`config.mk`:
```
export PLATFORM = sky130hd
export DESIGN_NAME = cpbb_bridge
export DESIGN_NICKNAME = d
export VERILOG_FILES = /design/src/cpbb_pkg.sv /design/src/cpbb_req_if.sv /design/src/cpbb_bridge.sv /design/src/cpbb_buf2.sv /design/src/cpbb_req_decode.sv
export SDC_FILE = /design/constraint.sdc
export NUM_CORES = 1
export LEC_CHECK = 0
export ABC_AREA = 1
export BUFFER_PORTS_ARGS = -buffer_cell sky130_fd_sc_hd__buf_2
export CORE_MARGIN = 2
export CORE_UTILIZATION = 25
export DETAILED_ROUTE_END_ITERATION = 12
export PLACE_DENSITY_LB_ADDON = 0.25
export SYNTH_ARGS = -nofsm -noshare
export SYNTH_HDL_FRONTEND = slang
export SYNTH_SLANG_ARGS = --single-unit
```
`constraint.sdc`:
```
create_clock -name clk -period 3.75 [get_ports clk]
set_input_delay 0.75 -clock clk [delete_from_list [all_inputs] [get_ports clk]]
set_output_delay 0.75 -clock clk [all_outputs]
set_load 0.02 [all_outputs]
```
`src/cpbb_pkg.sv`:
```
package cpbb_pkg;

    // Shim transfer qualifiers: only single, non-burst memory transfers.
    localparam logic [0:3]  XFER_SIZE_SINGLE = 4'h0;
    localparam logic [0:2]  XFER_TYPE_MEMORY = 3'h0;

    // Address decode: bits [0:23] select the slave, low bits are ignored.
    localparam int          DEC_LAST_BIT     = 23;
    localparam logic [0:31] BASE_ADDR_DFLT   = 32'h4000_0000;

    // Position of the configuration byte inside a 32-bit bus word.
    localparam int          BYTE_FIRST_BIT   = 24;
    localparam int          BYTE_LAST_BIT    = 31;

    // Buffer entry layout: {read-not-write, write byte}.
    localparam int          BUF_W            = 9;
    localparam int          BUF_RNW_BIT      = 8;

    // Reset values of the port controls and returned data.
    localparam logic        CE_N_RST         = 1'b1;
    localparam logic        WRITE_N_RST      = 1'b1;
    localparam logic        PCLK_RST         = 1'b0;
    localparam logic [7:0]  DIN_RST          = 8'h00;
    localparam logic [0:31] RDATA_RST        = 32'h0000_0000;

    // Generated port clock: each half period lasts at least this long.
    localparam int          CLK_PERIOD_NS    = 25;
    localparam int          PCLK_HALF_MIN_NS = 25;
    localparam int          PCLK_HALF_CYC    =
        (PCLK_HALF_MIN_NS + CLK_PERIOD_NS - 1) / CLK_PERIOD_NS;
    localparam logic [3:0]  PCLK_HALF_LAST   = 4'(PCLK_HALF_CYC - 1);

endpackage : cpbb_pkg

```
`src/cpbb_req_if.sv`:
```
`timescale 1ns/10ps
interface cpbb_req_if;
    import cpbb_pkg::*;

    logic              req;
    logic              rnw;
    logic [0:31]       addr;
    logic [0:31]       wdata;
    logic [0:3]        size;
    logic [0:2]        xtype;
    logic              ack;
    logic              push_valid;
    logic              push_ready;
    logic [BUF_W-1:0]  push_data;

    modport dec_mp (
        input  req,
        input  rnw,
        input  addr,
        input  wdata,
        input  size,
        input  xtype,
        input  ack,
        input  push_ready,
        output push_valid,
        output push_data
    );

    modport top_mp (
        output req,
        output rnw,
        output addr,
        output wdata,
        output size,
        output xtype,
        output ack,
        output push_ready,
        input  push_valid,
        input  push_data
    );

endinterface : cpbb_req_if
```
`src/cpbb_bridge.sv`:
```
`timescale 1ns/10ps
// Functional notes
// Port uses a reduced parallel protocol without clear, init or done.
// Port serves readback and partial reconfiguration, never full config.
// Both reads and writes of configuration data and registers pass.
// Only single non-burst memory transfers (size 0000, type 000) taken.
// Bus shim on one side, SRAM-like requests feed the port control.
// Port clock scheme is fixed at compile time by one switch.
// Free-running mode wires the bus clock to the port clock.
// Controlled mode drives port clock from a state machine flop.
// Controlled mode drives port controls straight from flops.
// Reads reach the port only when the base address matches.
// Read byte returns on bits [24:31], bits [0:23] are zero.
// Writes reach the port only when the base address matches.
// Writes ignore low address bits and send only bits [24:31].
// Acknowledge comes only after the port cycle has finished.
// The system gives every bus slave a unique base address.
// All control logic runs on the bus-side clock.
// Enable and direction asserted for one port edge, then released.
// Generated port clock at most half rate, controls set up before.
module cpbb_bridge
    import cpbb_pkg::*;
#(
    parameter logic        FREE_RUN_CLK = 1'b0,
    parameter logic [0:31] BASE_ADDR    = BASE_ADDR_DFLT
) (
    input  wire logic        clk,
    input  wire logic        reset_n,
    input  wire logic        shim_req,
    input  wire logic        shim_rnw,
    input  wire logic [0:31] shim_side_address,
    input  wire logic [0:31] shim_wdata,
    input  wire logic [0:3]  transfer_size_field,
    input  wire logic [0:2]  transfer_type_field,
    output logic             shim_rd_ack,
    output logic             shim_wr_ack,
    output logic      [0:31] shim_rdata,
    output logic             config_port_clock,
    output logic             cfg_ce_n,
    output logic             cfg_write_n,
    output logic      [7:0]  cfg_din,
    input  wire logic [7:0]  cfg_dout
);

    typedef enum logic [2:0] {
        ST_IDLE,
        ST_SETUP,
        ST_STROBE,
        ST_RELEASE,
        ST_ACK
    } cpbb_state_t;

    typedef struct packed {
        cpbb_state_t st;
        logic [3:0]  phase;
        logic        rnw;
        logic        pclk;
        logic        ce_n;
        logic        write_n;
        logic [7:0]  din;
        logic [0:31] rdata;
        logic        rd_ack;
        logic        wr_ack;
    } cpbb_top_st_t;

    localparam cpbb_top_st_t TOP_RST = '{
        st:      ST_IDLE,
        phase:   4'h0,
        rnw:     1'b0,
        pclk:    PCLK_RST,
        ce_n:    CE_N_RST,
        write_n: WRITE_N_RST,
        din:     DIN_RST,
        rdata:   RDATA_RST,
        rd_ack:  1'b0,
        wr_ack:  1'b0
    };

    cpbb_top_st_t     s_q;
    cpbb_top_st_t     s_d;
    logic             buf_valid;
    logic             buf_ready;
    logic [BUF_W-1:0] buf_data;
    logic             phase_done;

    cpbb_req_if rq ();

    // Shim request side feeds the qualifier.
    assign rq.req        = shim_req;
    assign rq.rnw        = shim_rnw;
    assign rq.addr       = shim_side_address;
    assign rq.wdata      = shim_wdata;
    assign rq.size       = transfer_size_field;
    assign rq.xtype      = transfer_type_field;
    assign rq.ack        = s_q.rd_ack || s_q.wr_ack;

    cpbb_req_decode #(
        .BASE_ADDR (BASE_ADDR)
    ) u_decode (
        .clk     (clk),
        .reset_n (reset_n),
        .rq      (rq.dec_mp)
    );

    // A stall by the port sequencer holds requests here without loss.
    cpbb_buf2 u_buf (
        .clk       (clk),
        .reset_n   (reset_n),
        .in_valid  (rq.push_valid),
        .in_ready  (rq.push_ready),
        .in_data   (rq.push_data),
        .out_valid (buf_valid),
        .out_ready (buf_ready),
        .out_data  (buf_data)
    );

    assign buf_ready  = (s_q.st == ST_IDLE);
    assign phase_done = (s_q.phase == PCLK_HALF_LAST);

    // One sequencer on the bus-side clock carries every transfer.
    always_comb begin
        s_d        = s_q;
        s_d.rd_ack = 1'b0;
        s_d.wr_ack = 1'b0;
        case (s_q.st)
            ST_IDLE: begin
                if (buf_valid) begin
                    // Assert enable and direction together.
                    s_d.rnw     = buf_data[BUF_RNW_BIT];
                    s_d.din     = buf_data[7:0];
                    s_d.ce_n    = 1'b0;
                    s_d.write_n = buf_data[BUF_RNW_BIT];
                    s_d.pclk    = 1'b0;
                    s_d.phase   = 4'h0;
                    s_d.st      = ST_SETUP;
                end
            end
            ST_SETUP: begin
                if (FREE_RUN_CLK) begin
                    // Free clock: enable spans a single edge.
                    s_d.ce_n    = 1'b1;
                    s_d.write_n = WRITE_N_RST;
                    s_d.st      = ST_STROBE;
                end else if (phase_done) begin
                    // Rising edge only after a full low half.
                    s_d.pclk  = 1'b1;
                    s_d.phase = 4'h0;
                    s_d.st    = ST_STROBE;
                end else begin
                    s_d.phase = s_q.phase + 4'h1;
                end
            end
            ST_STROBE: begin
                if (FREE_RUN_CLK) begin
                    s_d.st = ST_RELEASE;
                end else if (phase_done) begin
                    // Release after the one controlled edge.
                    s_d.pclk    = 1'b0;
                    s_d.ce_n    = 1'b1;
                    s_d.write_n = WRITE_N_RST;
                    s_d.phase   = 4'h0;
                    s_d.st      = ST_RELEASE;
                end else begin
                    s_d.phase = s_q.phase + 4'h1;
                end
            end
            ST_RELEASE: begin
                // Port cycle is over, so acknowledge now.
                if (s_q.rnw) begin
                    // Byte lands on [24:31], upper bits cleared.
                    s_d.rdata = {24'h00_0000, cfg_dout};
                    s_d.rd_ack = 1'b1;
                end else begin
                    s_d.wr_ack = 1'b1;
                end
                s_d.st = ST_ACK;
            end
            ST_ACK: begin
                // The shim drops its request while this cycle ends.
                s_d.st = ST_IDLE;
            end
            default: begin
                s_d = TOP_RST;
            end
        endcase
    end

    always_ff @(posedge clk or negedge reset_n) begin
        if (!reset_n) begin
            s_q <= TOP_RST;
        end else begin
            s_q <= s_d;
        end
    end

    // Only enable, direction, clock and data reach the port.
    // Port controls come straight from flops.
    assign cfg_ce_n    = s_q.ce_n;
    assign cfg_write_n = s_q.write_n;
    assign cfg_din     = s_q.din;
    assign shim_rd_ack = s_q.rd_ack;
    assign shim_wr_ack = s_q.wr_ack;
    // Read data is held until the next read replaces it.
    assign shim_rdata  = s_q.rdata;

    // Clock source chosen when the design is built.
    // The free clock is the bus clock itself, so its port timing must be
    // closed by constraints rather than by this sequencer.
    assign config_port_clock = FREE_RUN_CLK ? clk : s_q.pclk;
endmodule : cpbb_bridge

```
`src/cpbb_buf2.sv`:
```
`timescale 1ns/10ps
module cpbb_buf2
    import cpbb_pkg::*;
(
    input  wire logic             clk,
    input  wire logic             reset_n,
    input  wire logic             in_valid,
    output logic                  in_ready,
    input  wire logic [BUF_W-1:0] in_data,
    output logic                  out_valid,
    input  wire logic             out_ready,
    output logic      [BUF_W-1:0] out_data
);

    typedef struct packed {
        logic [1:0][BUF_W-1:0] mem;
        logic                  wp;
        logic                  rp;
        logic [1:0]            cnt;
    } cpbb_buf_st_t;

    cpbb_buf_st_t s_q;
    cpbb_buf_st_t s_d;
    logic         push;
    logic         pop;

    assign in_ready  = (s_q.cnt != 2'h2);
    assign out_valid = (s_q.cnt != 2'h0);
    assign out_data  = s_q.mem[s_q.rp];
    assign push      = in_valid && in_ready;
    assign pop       = out_valid && out_ready;

    always_comb begin
        s_d = s_q;
        if (push) begin
            s_d.mem[s_q.wp] = in_data;
            s_d.wp          = !s_q.wp;
        end
        if (pop) begin
            s_d.rp = !s_q.rp;
        end
        if (push && !pop) begin
            s_d.cnt = s_q.cnt + 2'h1;
        end else if (pop && !push) begin
            s_d.cnt = s_q.cnt - 2'h1;
        end
    end

    always_ff @(posedge clk or negedge reset_n) begin
        if (!reset_n) begin
            s_q <= '0;
        end else begin
            s_q <= s_d;
        end
    end
endmodule : cpbb_buf2

```
`src/cpbb_req_decode.sv`:
```
`timescale 1ns/10ps
module cpbb_req_decode
    import cpbb_pkg::*;
#(
    parameter logic [0:31] BASE_ADDR = BASE_ADDR_DFLT
) (
    input  wire logic clk,
    input  wire logic reset_n,
    cpbb_req_if.dec_mp rq
);

    typedef struct packed {
        logic pending;
    } cpbb_dec_st_t;

    cpbb_dec_st_t s_q;
    cpbb_dec_st_t s_d;
    logic         legal;
    logic         match;

    // Transfer qualification.
    assign legal = (rq.size == XFER_SIZE_SINGLE)
                && (rq.xtype == XFER_TYPE_MEMORY);
    // Base address decode.
    assign match = (rq.addr[0:DEC_LAST_BIT] == BASE_ADDR[0:DEC_LAST_BIT]);

    // Only the low byte travels on.
    assign rq.push_data  = {rq.rnw, rq.wdata[BYTE_FIRST_BIT:BYTE_LAST_BIT]};
    assign rq.push_valid = rq.req && legal && match && !s_q.pending;

    // The shim holds its request until acknowledged, so one capture only.
    always_comb begin
        s_d = s_q;
        if (rq.push_valid && rq.push_ready) begin
            s_d.pending = 1'b1;
        end else if (rq.ack) begin
            s_d.pending = 1'b0;
        end
    end

    always_ff @(posedge clk or negedge reset_n) begin
        if (!reset_n) begin
            s_q <= '0;
        end else begin
            s_q <= s_d;
        end
    end
endmodule : cpbb_req_decode

```
Yosys cells after proc, flatten, opt, wreduce, memory -nomap -nowiden

Cells that the tools add are included.

Add/sub/neg operators: 3
$mul: 0
Divide/modulo/power cells: 0
$lt $le $gt $ge: 3
Eq/ne operators: 10
Shifts and indexed selects: 0
Mux-type cells: 23
Bitwise operators: 4
Reductions and logical operators: 33

Operators by type and width:

| operator               | number |
|---|---|
| $pmux W34 S2           | 1 |
| $mux W33               | 1 |
| $mux W9                | 3 |
| $eq A24 B23 Y1 const B | 1 |
| $mux W19               | 1 |
| $bwmux W18             | 1 |
| $pmux W8 S2            | 1 |
| $pmux W3 S4            | 1 |
| $pmux W4 S3            | 1 |
| $demux W9 S1           | 1 |
| $logic_and A1 B1 Y1    | 9 |
| $logic_not A4 Y1       | 2 |
| $ne A2 B2 Y1 const B   | 4 |
| $reduce_or A4 Y1       | 2 |
| $eq A3 B2 Y1 const B   | 2 |
| $logic_not A3 Y1       | 2 |
| $mux W3                | 2 |
| $pmux W2 S3            | 1 |
| $reduce_and A2 Y1      | 3 |
| $reduce_and A3 Y1      | 2 |
| $reduce_bool A2 Y1     | 3 |
| $logic_not A1 Y1       | 5 |
| $add A4 B1 Y4 const B  | 1 |
| $lt A1 B2 Y1 const B   | 2 |
| 16 further kinds       | 24 |

Bits in registers: 76
Latch bits: 0
Bits in writable memories: 0
Memory bits (read-only): 0
Input bits: 83
Output and inout bits: 45
Logic and storage cells: 92
Memories kept: 0

Depth between registers and ports, before layout

Word-level depth: 10
Gate-level depth with buffers: 13

By module

Synthesis repeated with hierarchy kept, for this count alone.

Cell total of the unflattened synthesis: 381
Area, all modules: 3034.2 um2

Modules (own cells, without submodules):

| module          | times used | cells each | area an instance (um2) | seq. area each (um2) |
|---|---|---|---|---|
| cpbb_bridge     | 1          | 201        | 1686.6                 | 728.2 |
| cpbb_buf2       | 1          | 135        | 1106.1                 | 550.5 |
| cpbb_req_decode | 1          | 45         | 241.5                  | 25.0 |

Worst setup path after synthesis

No wires, ideal clock.

Path kind: in2reg
From: input shim_side_address[10] in the netlist's numbering
To: register u_buf.s_q[1] in the netlist's numbering
Library setup time: 131 ps
Arrival time: 2003 ps
Data required time: 3619 ps
Path slack: 1616 ps
Cell stages on the path: 12
Path buffers: 1
Cells stage by stage: nor2_1 > nand2_1 > nor2_1 > nand2_1 > nor2_4 > buf_6 > nand2_1 > inv_1 > ha_1 > a21oi_1 > o21ai_0 > xor2_1

Longest elaborated chain between the ends: 7
Elaborated cells between the ends (all ways): 9

Ends and longest elaborated chain:

| item                                 | RTL line              | text |
|---|---|---|
| start, declared                      | cpbb_bridge.sv:31     | `input wire logic [0:31] shim_side_address,` |
| $eq A24 B23 Y1 (*)                   | cpbb_req_decode.sv:25 | `assign match = (rq.addr[0:DEC_LAST_BIT] == BASE_ADDR[0:DEC_LAST_BIT]);` |
| $logic_and A1 B1 Y1 (*) (2 in a row) | cpbb_req_decode.sv:29 | `assign rq.push_valid = rq.req && legal && match && !s_q.pending;` |
| $logic_and A1 B1 Y1 (*)              | cpbb_buf2.sv:30       | `assign push = in_valid && in_ready;` |
| via u_buf.push                       | cpbb_buf2.sv:24       | `logic push;` |
| $logic_not A1 Y1                     | cpbb_buf2.sv:44       | `end else if (pop && !push) begin` |
| $logic_and A1 B1 Y1                  | cpbb_buf2.sv:44       |  |
| $reduce_bool A2 Y1 (no line)         | n/a                   |  |
| end signal, assigned                 | cpbb_buf2.sv:51       | `s_q <= '0;` |
| end signal, assigned                 | cpbb_buf2.sv:53       | `s_q <= s_d;` |
| end, declared                        | cpbb_buf2.sv:22       | `cpbb_buf_st_t s_q;` |

Mark *: on every way through the listed nets, which the timed path passes. The rest lies on a longest branch.
A chain may end at the register's enable or synchronous reset.

Worst setup path in the final report

Ends and elaborated chain as after synthesis.

==> impl_metrics.py <==
metrics = {
    "status": {
        "outcome": "completed",
    },
    "grt": {
        "globalRouteOverflowTotal": 0,
        "largest_net_degree_at_the_start_of_global_routing": 42,
        "first_pass_grt_wire_length_mm": 9.63,
        "grt_antenna_before_repair": 0,
        "grt.total_usage": 0.105,
        "grt_pass1_vias": 2033,
    },
    "final_layout": {
        "antenna_cells": 0,
        "final_nets": 457,
        "postLayoutCellArea_um2": 3110,
        "post_route_cells_drive_above_1_share": 0.255,
        "fin_util": 0.289,
        "fill_cells": 1184,
        "syn2layout_area_growth_pct": 13.5,
        "post_layout_nonfiller_instances": 512,
    },
    "clocking": {
        "max-clock-path-buffers": 2,
        "postCtsResizedCells": 0,
        "cts.hold.buffers_added": 0,
        "insertion_delay_ps": 310,
        "cts-htree-levels": 2,
        "clkSlewWorstSetupHoldPaths_ps": 90,
        "cts_sinks": 52,
        "numCtsBuffers": 5,
        "clock-root-buffer": "clkbuf_8",
        "post_cts_buffers": 0,
        "cts_tree": "built",
    },
    "drt": {
        "drt-wirelength-per-cell_um": 11.5,
        "wirelength_mm": 5.90,
        "number_of_detailed_route_iterations_in_the_first_pass": 6,
        "drcViolationCount": 0,
        "avgViaCountPerCell": 4.10,
        "ant_nets": 0,
        "num_vias": 2097,
        "detail_route.iter0.violations": 61,
    },
    "floorplanning": {
        "floorplan.die.width_um": 109,
        "chipHeight_um": 109,
        "boundaryPins": 128,
        "design.core.area_um2": 10700,
        "starting_density_of_the_core": 0.255,
        "design.die.area_um2": 11800,
        "core.rowCount": 38,
    },
    "critical_path": {
        "crit_arrival_ps": 2420,
        "worstSetupPathType": "primary input to flop",
        "timing.critical_path.required_ps": 3940,
        "crit_fanout": 21,
        "crit_path_start_kind": "primary input",
        "reg2reg_depth": 10,
        "end_kind": "flop",
    },
    "timing": {
        "rsz0062_at_grt": "false",
        "relSlewSlack": 0.388,
        "slew_viol_final": 0,
        "final_min_period_over_clock_period": 0.595,
        "hold_violations": 0,
        "maximum_achievable_frequency_mhz": 448,
        "fin_worst_hold_slack_ps": 454,
        "tns_ps": 0,
        "worst_pin_slew_ps": 919,
        "fin_crit_ps": 2230,
        "finalSetupViolations": 0,
        "finalClockSkew_ps": 8.22,
    },
    "power_and_ir_drop": {
        "power_leakage_nw": 1.72,
        "sw_frac_of_total": 0.272,
        "internal_power_uw": 736,
        "clk_network_pwr_share": 0.326,
        "combinationalPowerShare": 0.109,
        "power.switching_uw": 276,
        "vdd_drop_max_mv": 0.147,
        "seq_power_share": 0.565,
        "power.density_cell_area_nw_per_um2": 325,
    },
    "logic_synthesis": {
        "synth-edff-count": 0,
        "synth_top_area_share": 0.457,
        "synth-warning-count": 0,
        "ys_types": 31,
        "ys_seq_area_frac": 0.476,
        "avgSynthCellArea_um2": 8.66,
        "synth_area_um2": 2740,
        "ys_ff_latch": 52,
        "ys_async_sr_fraction": 1.00,
        "synthesis.instances": 316,
        "most_numerous_cell_in_the_yosys_netlist": "nand2_1",
        "yosys_most_used_dff": "dfrtp_1",
        "netlist_top_cells_area": "dfrtp_1 (46%), buf_4 (12%), nand2_1 (9.7%)",
        "synth_top_area_cell": "dfrtp_1",
        "synth.top_cells.by_count": "nand2_1 (71), dfrtp_1 (50), buf_4 (42)",
    },
    "placement": {
        "dpl.cell_count": 504,
        "dpl-instance-area_um2": 3020,
        "dp_hpwl_mm": 4.38,
        "place_congestion": 0.740,
        "port_buffers": 71,
    },
    "job": {
        "max_cap_viols": 0,
    },
    "hold_path": {
        "hold_path.class": "flop to flop",
        "min_delay_path_depth": 1,
    },
}
==> path summary, 6_finish.rpt <==
check                                    startpoint                    endpoint  slack (ps)
max in group asynchronous                   reset_n    u_buf.s_q[8]$_DFFE_PN0P_        2470
setup reg to reg           u_decode.s_q$_DFFE_PN0P_    u_buf.s_q[1]$_DFFE_PN0P_        1700
min in group asynchronous                   reset_n  shim_rdata[26]$_DFFE_PN0P_         570
hold reg to reg               shim_wr_ack$_DFF_PN0_    u_decode.s_q$_DFFE_PN0P_         450
setup / recovery              shim_side_address[10]    u_buf.s_q[1]$_DFFE_PN0P_        1520
hold / removal                shim_wr_ack$_DFF_PN0_    u_decode.s_q$_DFFE_PN0P_         450
==> routing by layer <==
metal  vias up  global-route usage  share of wire
met1       955               0.131           0.45
met3         6              0.0335          0.074
met2        71               0.173           0.46
li1       1065                   -              -
met5         -                   0              0
met4         0              0.0330          0.012
==> sequential cells by signal, indices dropped and copies added, names as in the netlist <==
name,flops
u_decode.s_q,1
cfg_din,8
u_buf.s_q,22
cfg_write_n,1
config_port_clock,1
shim_rd_ack,1
cfg_ce_n,1
shim_wr_ack,1
shim_rdata,8
s_q,8
==> power by group through the flow <==
stage | logic [mW] | registers [mW] | clock network (mW)
3_3_place_gp | 0.110 | 0.582 | 0
4_1_cts | 0.113 | 0.571 | 0.348
5_1_grt | 0.126 | 0.572 | 0.371
6_report | 0.110 | 0.571 | 0.330
2_1_floorplan | 0.0846 | 0.581 | 0
3_5_place_dp | 0.112 | 0.582 | 0
==> logic make-up after synthesis <==
family	Yosys count	share of synthesized area
flip-flops	52	0.476
AND/OR/NAND/NOR	127	0.214
multiplexers	8	0.0293
adder cells (fa/ha/maj)	3	0.0137
AO/OA/AOI/OAI	40	0.0750
XOR/XNOR	5	0.0160
other	1	0.00137
buffers and inverters	80	0.175
==> placed cells by master, fill, tap and decap left out, drive strengths merged <==
master,Yosys,routed
buf,48,74
nand2,72,72
dfrtp,50,50
inv,30,31
o21ai,31,31
nor2,25,25
conb,1,24
nand4,21,21
mux2i,8,8
nand3,7,7
a21oi,6,6
clkbuf,1,5
xor2,3,3
ha,3,3
clkinv,1,3
xnor2,2,2
o22ai,2,2
dfstp,2,2
nand3b,1,1
or2,1,1
o31ai,1,1
==> worst max-delay path: stages <==
cell	delay, ps
buf_2	100
nor2_1	90
nand2_1	60
nor2_1	90
nand2_1	90
nor2_4	80
buf_4	240
nand2_1	190
inv_1	100
ha_1	240
a21oi_1	110
o21ai_0	110
xor2_1	160
==> final cells by class <==
| class | count | area [µm²] | area share |
|---|---|---|---|
| flip-flops and latches | 52 | 1300 | 0.420 |
| clock buffers | 5 | 68.8 | 0.0222 |
| inverters | 31 | 116 | 0.0375 |
| clock inverters | 3 | 22.5 | 0.00725 |
| repair buffers | 74 | 378 | 0.122 |
| well taps | 140 | 175 | 0.0564 |
| multi-input cells | 207 | 1040 | 0.335 |
==> metrics by stage <==
stage / total power, mW / worst slack, ps
CTS: 1.03 / 1500
detailed placement: 0.694 / 1180
finish: 1.01 / 1520
floorplan: 0.665 / 1620
global placement: 0.692 / 1190
global route: 1.07 / 1320
Note: power is estimated with default switching activity, not from simulation.
